--- src/psers_pkg.sv ---
package psers_pkg;

   // ****************************************
   // Device power states
   // ****************************************
   typedef enum logic [2:0] {
      PSERS_FULL_OFF,
      PSERS_CORE_OFF,
      PSERS_HARD_RESET,
      PSERS_DEFAULT,
      PSERS_DOZE,
      PSERS_RECEIVE,
      PSERS_TRANSMIT,
      PSERS_IDLE_CONNECT
   } psers_state_type;

   // ****************************************
   // Activity requests from firmware side
   // ****************************************
   typedef enum logic [1:0] {
      PSERS_REQ_DOZE,
      PSERS_REQ_RECEIVE,
      PSERS_REQ_TRANSMIT,
      PSERS_REQ_IDLE
   } psers_req_type;

   // ****************************************
   // Pad control bundle, one bit per pad
   // ****************************************
   localparam int PSERS_NPADS = 8;

   typedef struct packed {
      logic [PSERS_NPADS-1:0] out_en;
      logic [PSERS_NPADS-1:0] in_en;
      logic [PSERS_NPADS-1:0] pull_en;
   } psers_pad_type;

   // ****************************************
   // Timing figures
   // ****************************************
   localparam int PSERS_CLK_MHZ = 100;
   localparam int PSERS_XO_SETTLE_MS = 5;
   localparam int PSERS_RESET_PULSE_US = 1;
   localparam int PSERS_XO_SETTLE_CYC = PSERS_XO_SETTLE_MS * 1000 * PSERS_CLK_MHZ;
   localparam int PSERS_RESET_PULSE_CYC = PSERS_RESET_PULSE_US * PSERS_CLK_MHZ;
   localparam int PSERS_DTIM_CYC = 102400;

   localparam logic [PSERS_NPADS-1:0] PSERS_PADS_ALL = {PSERS_NPADS{1'b1}};
   localparam logic [PSERS_NPADS-1:0] PSERS_PADS_NONE = {PSERS_NPADS{1'b0}};

endpackage : psers_pkg

--- src/psers_sequencer.sv ---
// What this block does
// Transmit state drives the radio transmitter at highest output power.
// Receive state keeps the core supply on and the receiver running.
// Doze keeps power on with neither transmitter nor receiver active.
// Idle-connect stays associated and wakes once per beacon interval.
// Core-off switches the core supply off.
// Chip-enable high turns the converter on; low turns it off.
// Host holds chip-enable high with I/O supply for any active state.
// Host moves between active and core-off by driving chip-enable.
// I/O supply off and chip-enable low means fully powered off.
// Host never raises chip-enable before the I/O supply rises.
// Host always drives chip-enable and reset, never floating.
// Host waits 5 ms after chip-enable before releasing reset; with early_i the host model releases early.
// On power-down chip-enable falls no later than the I/O supply.
// On power-down reset asserts no later than the I/O supply falls.
// Chip-enable fall and reset assertion may coincide.
// Pads: core-off all off; hard reset pulls; default inputs and pulls.
// Programmed states take firmware pad settings, input opposite output.
// Host pulses reset low at least 1 us to reset the device.
// Host keeps reset asserted for as long as chip-enable is low; the counter only runs after chip-enable rises.
// Rising edge of reset moves hard reset to the default state.
`timescale 1ns/1ps
module psers_sequencer #(
   parameter int XO_SETTLE_CYC = psers_pkg::PSERS_XO_SETTLE_CYC,
   parameter int DTIM_CYC = psers_pkg::PSERS_DTIM_CYC
) (
   input wire logic clk_i,
   input wire logic rstn_i,
   input wire logic io_supply_i,
   input wire logic chip_enable_i,
   input wire logic hard_reset_low_pin_i,
   input wire logic fw_ready_i,
   input wire psers_pkg::psers_req_type fw_req_i,
   input wire logic [psers_pkg::PSERS_NPADS-1:0] fw_out_en_i,
   input wire logic [psers_pkg::PSERS_NPADS-1:0] fw_pull_en_i,
   output psers_pkg::psers_state_type state_o,
   output logic dcdc_on_o,
   output logic core_rstn_o,
   output logic tx_en_o,
   output logic tx_max_power_o,
   output logic rx_en_o,
   output logic beacon_wake_o,
   output logic seq_violation_o,
   output psers_pkg::psers_pad_type pad_o
);
   import psers_pkg::*;

   // ****************************************
   // Pin synchronisers, three stages each
   // ****************************************
   logic [2:0] io_sync_r;
   logic [2:0] ce_sync_r;
   logic [2:0] rst_sync_r;
   logic io_r;
   logic ce_r;
   logic rstn_pin_r;

   // Shift pins in
   always_ff @(posedge clk_i or negedge rstn_i)
      if (!rstn_i)
      begin
         io_sync_r <= 3'h0;
         ce_sync_r <= 3'h0;
         rst_sync_r <= 3'h0;
      end
      else
      begin
         io_sync_r <= {io_sync_r[1:0], io_supply_i};
         ce_sync_r <= {ce_sync_r[1:0], chip_enable_i};
         rst_sync_r <= {rst_sync_r[1:0], hard_reset_low_pin_i};
      end

   // Accept a change once stages two and three agree
   always_ff @(posedge clk_i or negedge rstn_i)
      if (!rstn_i)
      begin
         io_r <= 1'b0;
         ce_r <= 1'b0;
         rstn_pin_r <= 1'b0;
      end
      else
      begin
         if (io_sync_r[1] == io_sync_r[2])
            io_r <= io_sync_r[2];
         if (ce_sync_r[1] == ce_sync_r[2])
            ce_r <= ce_sync_r[2];
         if (rst_sync_r[1] == rst_sync_r[2])
            rstn_pin_r <= rst_sync_r[2];
      end

   // ****************************************
   // Host sequencing monitor
   // ****************************************
   logic [$clog2(XO_SETTLE_CYC+1)-1:0] settle_cnt_r;
   logic rstn_pin_d_r;
   logic viol_r;
   wire rst_rise = rstn_pin_r && !rstn_pin_d_r;

   // Count cycles since chip-enable went high
   always_ff @(posedge clk_i or negedge rstn_i)
      if (!rstn_i)
         settle_cnt_r <= '0;
      else if (!ce_r)
         settle_cnt_r <= '0;
      else if (settle_cnt_r != ($bits(settle_cnt_r))'(XO_SETTLE_CYC))
         settle_cnt_r <= settle_cnt_r + 1'b1;

   // Sticky flag for host ordering faults
   always_ff @(posedge clk_i or negedge rstn_i)
      if (!rstn_i)
      begin
         rstn_pin_d_r <= 1'b0;
         viol_r <= 1'b0;
      end
      else
      begin
         rstn_pin_d_r <= rstn_pin_r;
         // enable before supply
         if (ce_r && !io_r)
            viol_r <= 1'b1;
         // early reset release
         if (rst_rise && settle_cnt_r != ($bits(settle_cnt_r))'(XO_SETTLE_CYC))
            viol_r <= 1'b1;
      end
   assign seq_violation_o = viol_r;

   // ****************************************
   // Power state machine
   // ****************************************
   psers_state_type state_r;
   psers_state_type state_nxt;

   // Next state from pins and firmware request
   always_comb
   begin
      state_nxt = state_r;
      // no supply and no enable
      if (!io_r && !ce_r)
         state_nxt = PSERS_FULL_OFF;
      // enable low means core off
      else if (!ce_r)
         state_nxt = PSERS_CORE_OFF;
      else if (!rstn_pin_r)
         state_nxt = PSERS_HARD_RESET;
      else
         case (state_r)
            PSERS_FULL_OFF, PSERS_CORE_OFF: state_nxt = PSERS_HARD_RESET;
            // release leaves hard reset; the pin is high on this path, so a
            // release that came while enable was low cannot strand the state here
            PSERS_HARD_RESET: state_nxt = PSERS_DEFAULT;
            PSERS_DEFAULT, PSERS_DOZE, PSERS_RECEIVE, PSERS_TRANSMIT, PSERS_IDLE_CONNECT:
               if (fw_ready_i)
                  case (fw_req_i)
                     PSERS_REQ_RECEIVE: state_nxt = PSERS_RECEIVE;
                     PSERS_REQ_TRANSMIT: state_nxt = PSERS_TRANSMIT;
                     PSERS_REQ_IDLE: state_nxt = PSERS_IDLE_CONNECT;
                     default: state_nxt = PSERS_DOZE;
                  endcase
            default: state_nxt = PSERS_HARD_RESET;
         endcase
   end

   // State register
   always_ff @(posedge clk_i or negedge rstn_i)
      if (!rstn_i)
         state_r <= PSERS_FULL_OFF;
      else
         state_r <= state_nxt;
   assign state_o = state_r;

   // ****************************************
   // Beacon interval timer for idle-connect
   // ****************************************
   logic [$clog2(DTIM_CYC)-1:0] dtim_cnt_r;
   logic wake_r;

   // one wake per interval
   always_ff @(posedge clk_i or negedge rstn_i)
      if (!rstn_i)
      begin
         dtim_cnt_r <= '0;
         wake_r <= 1'b0;
      end
      else if (state_r != PSERS_IDLE_CONNECT)
      begin
         dtim_cnt_r <= '0;
         wake_r <= 1'b0;
      end
      else
      begin
         wake_r <= (dtim_cnt_r == ($bits(dtim_cnt_r))'(DTIM_CYC - 1));
         if (dtim_cnt_r == ($bits(dtim_cnt_r))'(DTIM_CYC - 1))
            dtim_cnt_r <= '0;
         else
            dtim_cnt_r <= dtim_cnt_r + 1'b1;
      end
   assign beacon_wake_o = wake_r;

   // ****************************************
   // Power, radio and pad outputs
   // ****************************************
   logic dcdc_r;
   logic core_rstn_r;
   logic tx_r;
   logic rx_r;
   psers_pad_type pad_r;

   // converter follows enable
   always_ff @(posedge clk_i or negedge rstn_i)
      if (!rstn_i)
      begin
         dcdc_r <= 1'b0;
         core_rstn_r <= 1'b0;
      end
      else
      begin
         dcdc_r <= ce_r;
         core_rstn_r <= ce_r && rstn_pin_r;
      end

   // R2: R3: radio enables per state
   always_ff @(posedge clk_i or negedge rstn_i)
      if (!rstn_i)
      begin
         tx_r <= 1'b0;
         rx_r <= 1'b0;
      end
      else
      begin
         tx_r <= (state_nxt == PSERS_TRANSMIT);
         rx_r <= (state_nxt == PSERS_RECEIVE);
      end

   // R17: pad control table
   always_ff @(posedge clk_i or negedge rstn_i)
      if (!rstn_i)
         pad_r <= '{PSERS_PADS_NONE, PSERS_PADS_NONE, PSERS_PADS_NONE};
      else
         case (state_nxt)
            PSERS_HARD_RESET: pad_r <= '{PSERS_PADS_NONE, PSERS_PADS_NONE, PSERS_PADS_ALL};
            PSERS_DEFAULT: pad_r <= '{PSERS_PADS_NONE, PSERS_PADS_ALL, PSERS_PADS_ALL};
            PSERS_DOZE, PSERS_RECEIVE, PSERS_TRANSMIT, PSERS_IDLE_CONNECT:
               pad_r <= '{fw_out_en_i, ~fw_out_en_i, fw_pull_en_i};
            default: pad_r <= '{PSERS_PADS_NONE, PSERS_PADS_NONE, PSERS_PADS_NONE};
         endcase

   assign dcdc_on_o = dcdc_r;
   assign core_rstn_o = core_rstn_r;
   assign tx_en_o = tx_r;
   assign tx_max_power_o = tx_r;
   assign rx_en_o = rx_r;
   assign pad_o = pad_r;

   // ****************************************
   // Checks
   // ****************************************
   // transmit only in transmit
   AST_TX_ONLY_IN_TX: assert property (@(posedge clk_i) disable iff (!rstn_i)
      tx_en_o |-> state_o == PSERS_TRANSMIT) else $error("tx on outside transmit");
   // receive with core on
   AST_RX_ONLY_IN_RX: assert property (@(posedge clk_i) disable iff (!rstn_i)
      rx_en_o |-> state_o == PSERS_RECEIVE && dcdc_on_o) else $error("rx bad");
   // doze radio quiet
   AST_DOZE_QUIET: assert property (@(posedge clk_i) disable iff (!rstn_i)
      state_o == PSERS_DOZE |-> !tx_en_o && !rx_en_o) else $error("doze radio on");
   // wake only idle-connect
   AST_NO_WAKE_OUTSIDE_IDLE: assert property (@(posedge clk_i) disable iff (!rstn_i)
      beacon_wake_o |-> $past(state_o) == PSERS_IDLE_CONNECT) else $error("stray wake");
   // core off converter
   AST_CORE_OFF_DCDC: assert property (@(posedge clk_i) disable iff (!rstn_i)
      !ce_r ##1 !ce_r |-> !dcdc_on_o) else $error("converter on w/o enable");
   // converter follows enable
   AST_DCDC_FOLLOWS: assert property (@(posedge clk_i) disable iff (!rstn_i)
      ce_r |=> dcdc_on_o) else $error("converter not on");
   // fully off state
   AST_FULL_OFF: assert property (@(posedge clk_i) disable iff (!rstn_i)
      !io_r && !ce_r |=> state_o == PSERS_FULL_OFF) else $error("not fully off");
   // core off pads
   AST_PADS_OFF: assert property (@(posedge clk_i) disable iff (!rstn_i)
      state_o == PSERS_CORE_OFF |-> pad_o == '0) else $error("pads live in core off");
   // input opposite output
   AST_PAD_OPPOSITE: assert property (@(posedge clk_i) disable iff (!rstn_i)
      state_o == PSERS_DOZE |-> pad_o.in_en == ~pad_o.out_en) else $error("pad dir");
   // release to default
   AST_RESET_RELEASE: assert property (@(posedge clk_i) disable iff (!rstn_i)
      state_o == PSERS_HARD_RESET && rst_rise && ce_r |=> state_o == PSERS_DEFAULT)
      else $error("release missed");

endmodule : psers_sequencer

--- config.mk ---
export PLATFORM = sky130hd
export DESIGN_NAME = psers_sequencer
export DESIGN_NICKNAME = d
export VERILOG_FILES = /design/src/psers_pkg.sv /design/src/psers_sequencer.sv
export SDC_FILE = /design/constraint.sdc
export NUM_CORES = 1
export LEC_CHECK = 0
export ABC_AREA = 1
export CORE_ASPECT_RATIO = 0.9
export CORE_UTILIZATION = 38
export CTS_CLUSTER_DIAMETER = 100
export DETAILED_ROUTE_END_ITERATION = 10
export DONT_BUFFER_PORTS = 1
export HOLD_SLACK_MARGIN = 0.02
export SKIP_CTS_REPAIR_TIMING = 1
export SLEW_MARGIN = 20
export SYNTH_ARGS = -nofsm -noshare
export SYNTH_HDL_FRONTEND = slang
export SYNTH_SLANG_ARGS = --single-unit
--- constraint.sdc ---
create_clock -name clk_i -period 2.1 [get_ports clk_i]
set_clock_uncertainty 0.05 [all_clocks]
set_input_delay 0.21 -clock clk_i [delete_from_list [all_inputs] [get_ports clk_i]]
set_output_delay 0.21 -clock clk_i [all_outputs]
set_load 0.005 [all_outputs]
# Word-level counts from Yosys, hierarchy flattened
# Cells that the tools add are included.
# totals
regBits,82
output_inout_bits,34
# classes
n_addsub,2
eq_ne,23
mux,14
bitwise_logic,1
reduce_logical,13
# ops
operator,n
$pmux 24 s3,1
$mux 19,2
$mux 17,2
$eq 3x3->1 const B,8
$add 19x1->19 const B,1
$ne 19x19->1 const B,1
$add 17x1->17 const B,1
$eq 17x17->1 const B,1
$eq 3x2->1 const B,4
$mux 3,4
$pmux 3 s3,1
$not 8->8,1
$pmux 2 s3,1
$logic_and 1x1->1,5
$reduce_or 5->1,1
$eq 2x2->1 const B,2
$reduce_or 4->1,1
$eq 1x1->1,3
$eq 3x1->1 const B,1
$logic_not 1->1,3
$logic_not 3->1,1
$mux 1,3
$ne 3x3->1 const B,1
$eq 2x1->1 const B,1
3 further kinds,3

# Longest topological paths before layout
# depth
ltp_word,10
depth_mapped,9
ltp_nobuf,9

# Worst setup path before layout
# No wires, ideal clock.
# synth_timing
kind,register -> register
startpoint,register dtim_cnt_r[0]
endpoint,register dtim_cnt_r[15]
arrival_ns,1.171
required_ns,1.929
setup_slack_ns,0.757
stages_incl_launch_ff,7
path_buffers,0
path_cell_list,dfrtp_1 > ha_1 > nand3_2 > nor2_1 > nand3_1 > nand3_1 > nor2_1
# synth_via
elab_chain_len,3
word_cells_on_any_way,4
cone_classes,1 x add/sub; 1 x eq/ne; 2 x mux
# synth_lines
element,line_no,rtl
start: declaration,psers_sequencer.sv:174,logic [$clog2(DTIM_CYC)-1:0] dtim_cnt_r;
start signal: assignment,psers_sequencer.sv:195,dtim_cnt_r <= dtim_cnt_r + 1'b1;
$add 17x1->17 or $eq 17x17->1 (tied branches),"psers_sequencer.sv:195, psers_sequencer.sv:192",
$mux 17 *,psers_sequencer.sv:192,if (dtim_cnt_r == ($bits(dtim_cnt_r))'(DTIM_CYC - 1))
$mux 17 *,psers_sequencer.sv:184,else if (state_r != PSERS_IDLE_CONNECT)
# Every way passes the cells marked *; elsewhere a longest branch is shown, timed or not.
# A chain may end at the register's enable or synchronous reset.

# Worst setup path in the final report
# layout_timing
startpoint,register dtim_cnt_r[0]
endpoint,register dtim_cnt_r[16]
# Same word-level chain as after synthesis.

==> reports/results.tsv <==
metric	value	unit
drt_first_iter_violations	194	
core-area	9330	µm²
rr_startpoint	dtim_cnt_r[0]	
port_buffers	0	
cts.path.max_buffers	2	
cts-root-buf	clkbuf_8	
ys.flop_type	dfrtp_1	
worstSetupPathType	reg -> reg	
insertion_delay	0.36	ns
crit_path_end_kind	register	
antenna_cells	0	
drt_wl_total	7630	µm
ys_ff_latch	82	
hold_viol_final	82	
grt.overflow.total	0	
synth.distinct_cells	25	
cp_slowest_stage_delay	0.38	ns
seqCellArea	2050	µm²
multiInputGateArea	1400	µm²
fin_util	45.3	%
p_per_area	707	nW/µm²
critPathTopFamily	simple AND/OR/NAND/NOR gates	
ir_drop	0.000471	V
max_freq	615	MHz
crit_buf_inv	0	
p_leak	2.00	nW
synth_area_per_cell	8.33	µm²
layout-drive-gt1-share	6.69	%
area_growth	13.5	%
synth_top_area_cell	dfrtp_1	
die_h	95.9	µm
maxCapViolCount	0	
p_sw	799	µW
layout_commonest_cell	nand2_1	
pwr-share-comb	5.9	%
status	finished, violations left	
synth_top_area_share	55.1	%
crit_slowest_cell	dfrtp_1	
crit_required	2.30	ns
synth_area	3720	µm²
fin_nets	500	
setup_tns	0	ns
rsz0062_at_grt	false	
ys_warn_count	0	
yosysSeqAreaShare	55.1	%
setup_viol	0	
grt.total_usage	15.8	%
cts_sinks	82	
slew_viol_final	0	
final_cell_mix	nand2_1 (119), dfrtp_1 (82), nor2_1 (74)	
switching_share	26.7	%
worst_pin_slew	0.404	ns
cts_tree	done	
worst-r2r-cell-count	6	
critPathMaxFanout	4	
rows	33	
start_kind	register	
vias	2859	
r2r_end	dtim_cnt_r[16]	
min_path_type	in -> async	
dieArea	10200	µm²
ant_nets	0	
syn-num-nets	474	
synth-async-reset-ratio	100	%
cp_cell_sequence	ha_1 > nand3_2 > nor2_1 > nand3_1 > nand3_1 > nor2_1	
wl_per_cell	12.7	µm
initial_core_util	39.9	%
synth_edf_count	0	
dp_hpwl	5330	µm
finalCriticalPeriod	1.63	ns
antenna_found_initial	0	
synth.area.top_cells	dfrtp_1 (55%), nand2_1 (12%), nor2_1 (7.5%), inv_1 (6.1%), nand3_1 (4.2%)	
n_fill_cell	942	
remaining_drc_errors	0	
timing.final.crit_share	77.5	%
grt_max_degree	83	
place.gp.congestion	0.851	
grt_pass1_vias	2605	
p_int	2.19	mW
fin_hold_ws	-0.512	ns
slew_headroom	72.9	%
die_x	106	µm
routed_via_density	4.77	
arrival	1.83	ns
htreeDepth	3	
pwr-share-seq	57.5	%
io_pins	58	
drt_pre_antenna_iters	4	
cts_buffers	9	
syn-instance-count	447	
grt_pass1_wl	12500	µm
violations	negative hold slack	
clkPwrFrac	36.6	%
r2r_slack	0.47	ns
clkTransAtPathRegs	0.09	ns
==> cell families after synthesis <==
| logic type | Yosys count | share of synthesized area, % |
|---|---|---|
| compound gates | 25 | 3.56 |
| xor+xnor | 10 | 2.35 |
| fa+ha+maj | 6 | 1.81 |
| buf+inv | 69 | 7.33 |
| flops | 82 | 55.1 |
| simple gates | 255 | 29.8 |
==> per-stage QoR <==
step           instance area (µm²)  hold WS, ns  std cells  setup slack [ns]  total power, mW
2_1_floorplan                 3720       -0.136        447             0.757             1.85
5_1_grt                       4230       -0.539        600             0.306             3.12
6_report                      4230       -0.512        600             0.473             2.99
4_1_cts                       4040       -0.528        581             0.465             2.99
3_5_place_dp                  3850       -0.134        565             0.477             1.90
3_3_place_gp                  3850       -0.134        565             0.482             1.89
==> area by class of cell <==
type / instances / share of cell area [%]
flip-flops and latches: 82 / 48.5
multi-input cells: 296 / 33.1
inverters: 64 / 5.68
repair buffers: 20 / 4.68
well taps: 122 / 3.61
clock buffers: 10 / 3.02
clock inverters: 6 / 1.36
==> cell usage after synthesis, types with 2 or more instances <==
cell type	instances
nand2_1	119
dfrtp_1	82
nor2_1	74
inv_1	61
nand3_1	31
o21ai_0	13
a21oi_1	10
nand4_1	10
nor3_1	8
xor2_1	8
buf_4	3
ha_1	3
maj3_1	3
nand2_2	3
nor2_4	3
buf_2	2
inv_2	2
nand3_2	2
nor2_2	2
o21ai_2	2
xnor2_1	2
==> flip-flops by register name, indices dropped and copies added (netlist names) <==
name / flops
beacon_wake_o: 1
ce_r: 1
ce_sync_r: 3
core_rstn_o: 1
dcdc_on_o: 1
dtim_cnt_r: 17
io_r: 1
io_sync_r: 3
pad_o: 24
rst_sync_r: 3
rstn_pin_d_r: 1
rstn_pin_r: 1
rx_en_o: 1
seq_violation_o: 1
settle_cnt_r: 19
state_o: 3
tx_en_o: 1
==> power by group through the flow <==
stage / clock, mW / sequential (mW) / combinational [mW]
final: 1.09 / 1.72 / 0.177
after global routing: 1.19 / 1.73 / 0.203
after global placement: 0 / 1.75 / 0.145
after CTS: 1.12 / 1.72 / 0.151
after detailed placement: 0 / 1.75 / 0.151
after floorplan: 0 / 1.72 / 0.122
==> worst max-delay path by stage <==
stage,startpoint,end,slack [ns],cells past startpoint
after floorplan,dtim_cnt_r[0],dtim_cnt_r[15],0.76,6
after global placement,dtim_cnt_r[0],dtim_cnt_r[15],0.48,6
after detailed placement,dtim_cnt_r[0],dtim_cnt_r[16],0.48,6
after CTS,dtim_cnt_r[0],dtim_cnt_r[15],0.46,6
after global routing,dtim_cnt_r[0],dtim_cnt_r[15],0.31,6
final,dtim_cnt_r[0],dtim_cnt_r[16],0.47,6
==> layer usage <==
| metal | track usage [%] | share of wire, % | wire (µm) | vias up |
|---|---|---|---|---|
| li1 | - | - | - | 1441 |
| met2 | 23.8 | 44 | 3330 | 73 |
| met4 | 6.94 | 1.5 | 112 | 0 |
| met5 | 0 | 0 | 0 | - |
| met3 | 5.08 | 6.8 | 518 | 10 |
| met1 | 21.1 | 48 | 3670 | 1335 |
Power figures use the tool's default switching activity.
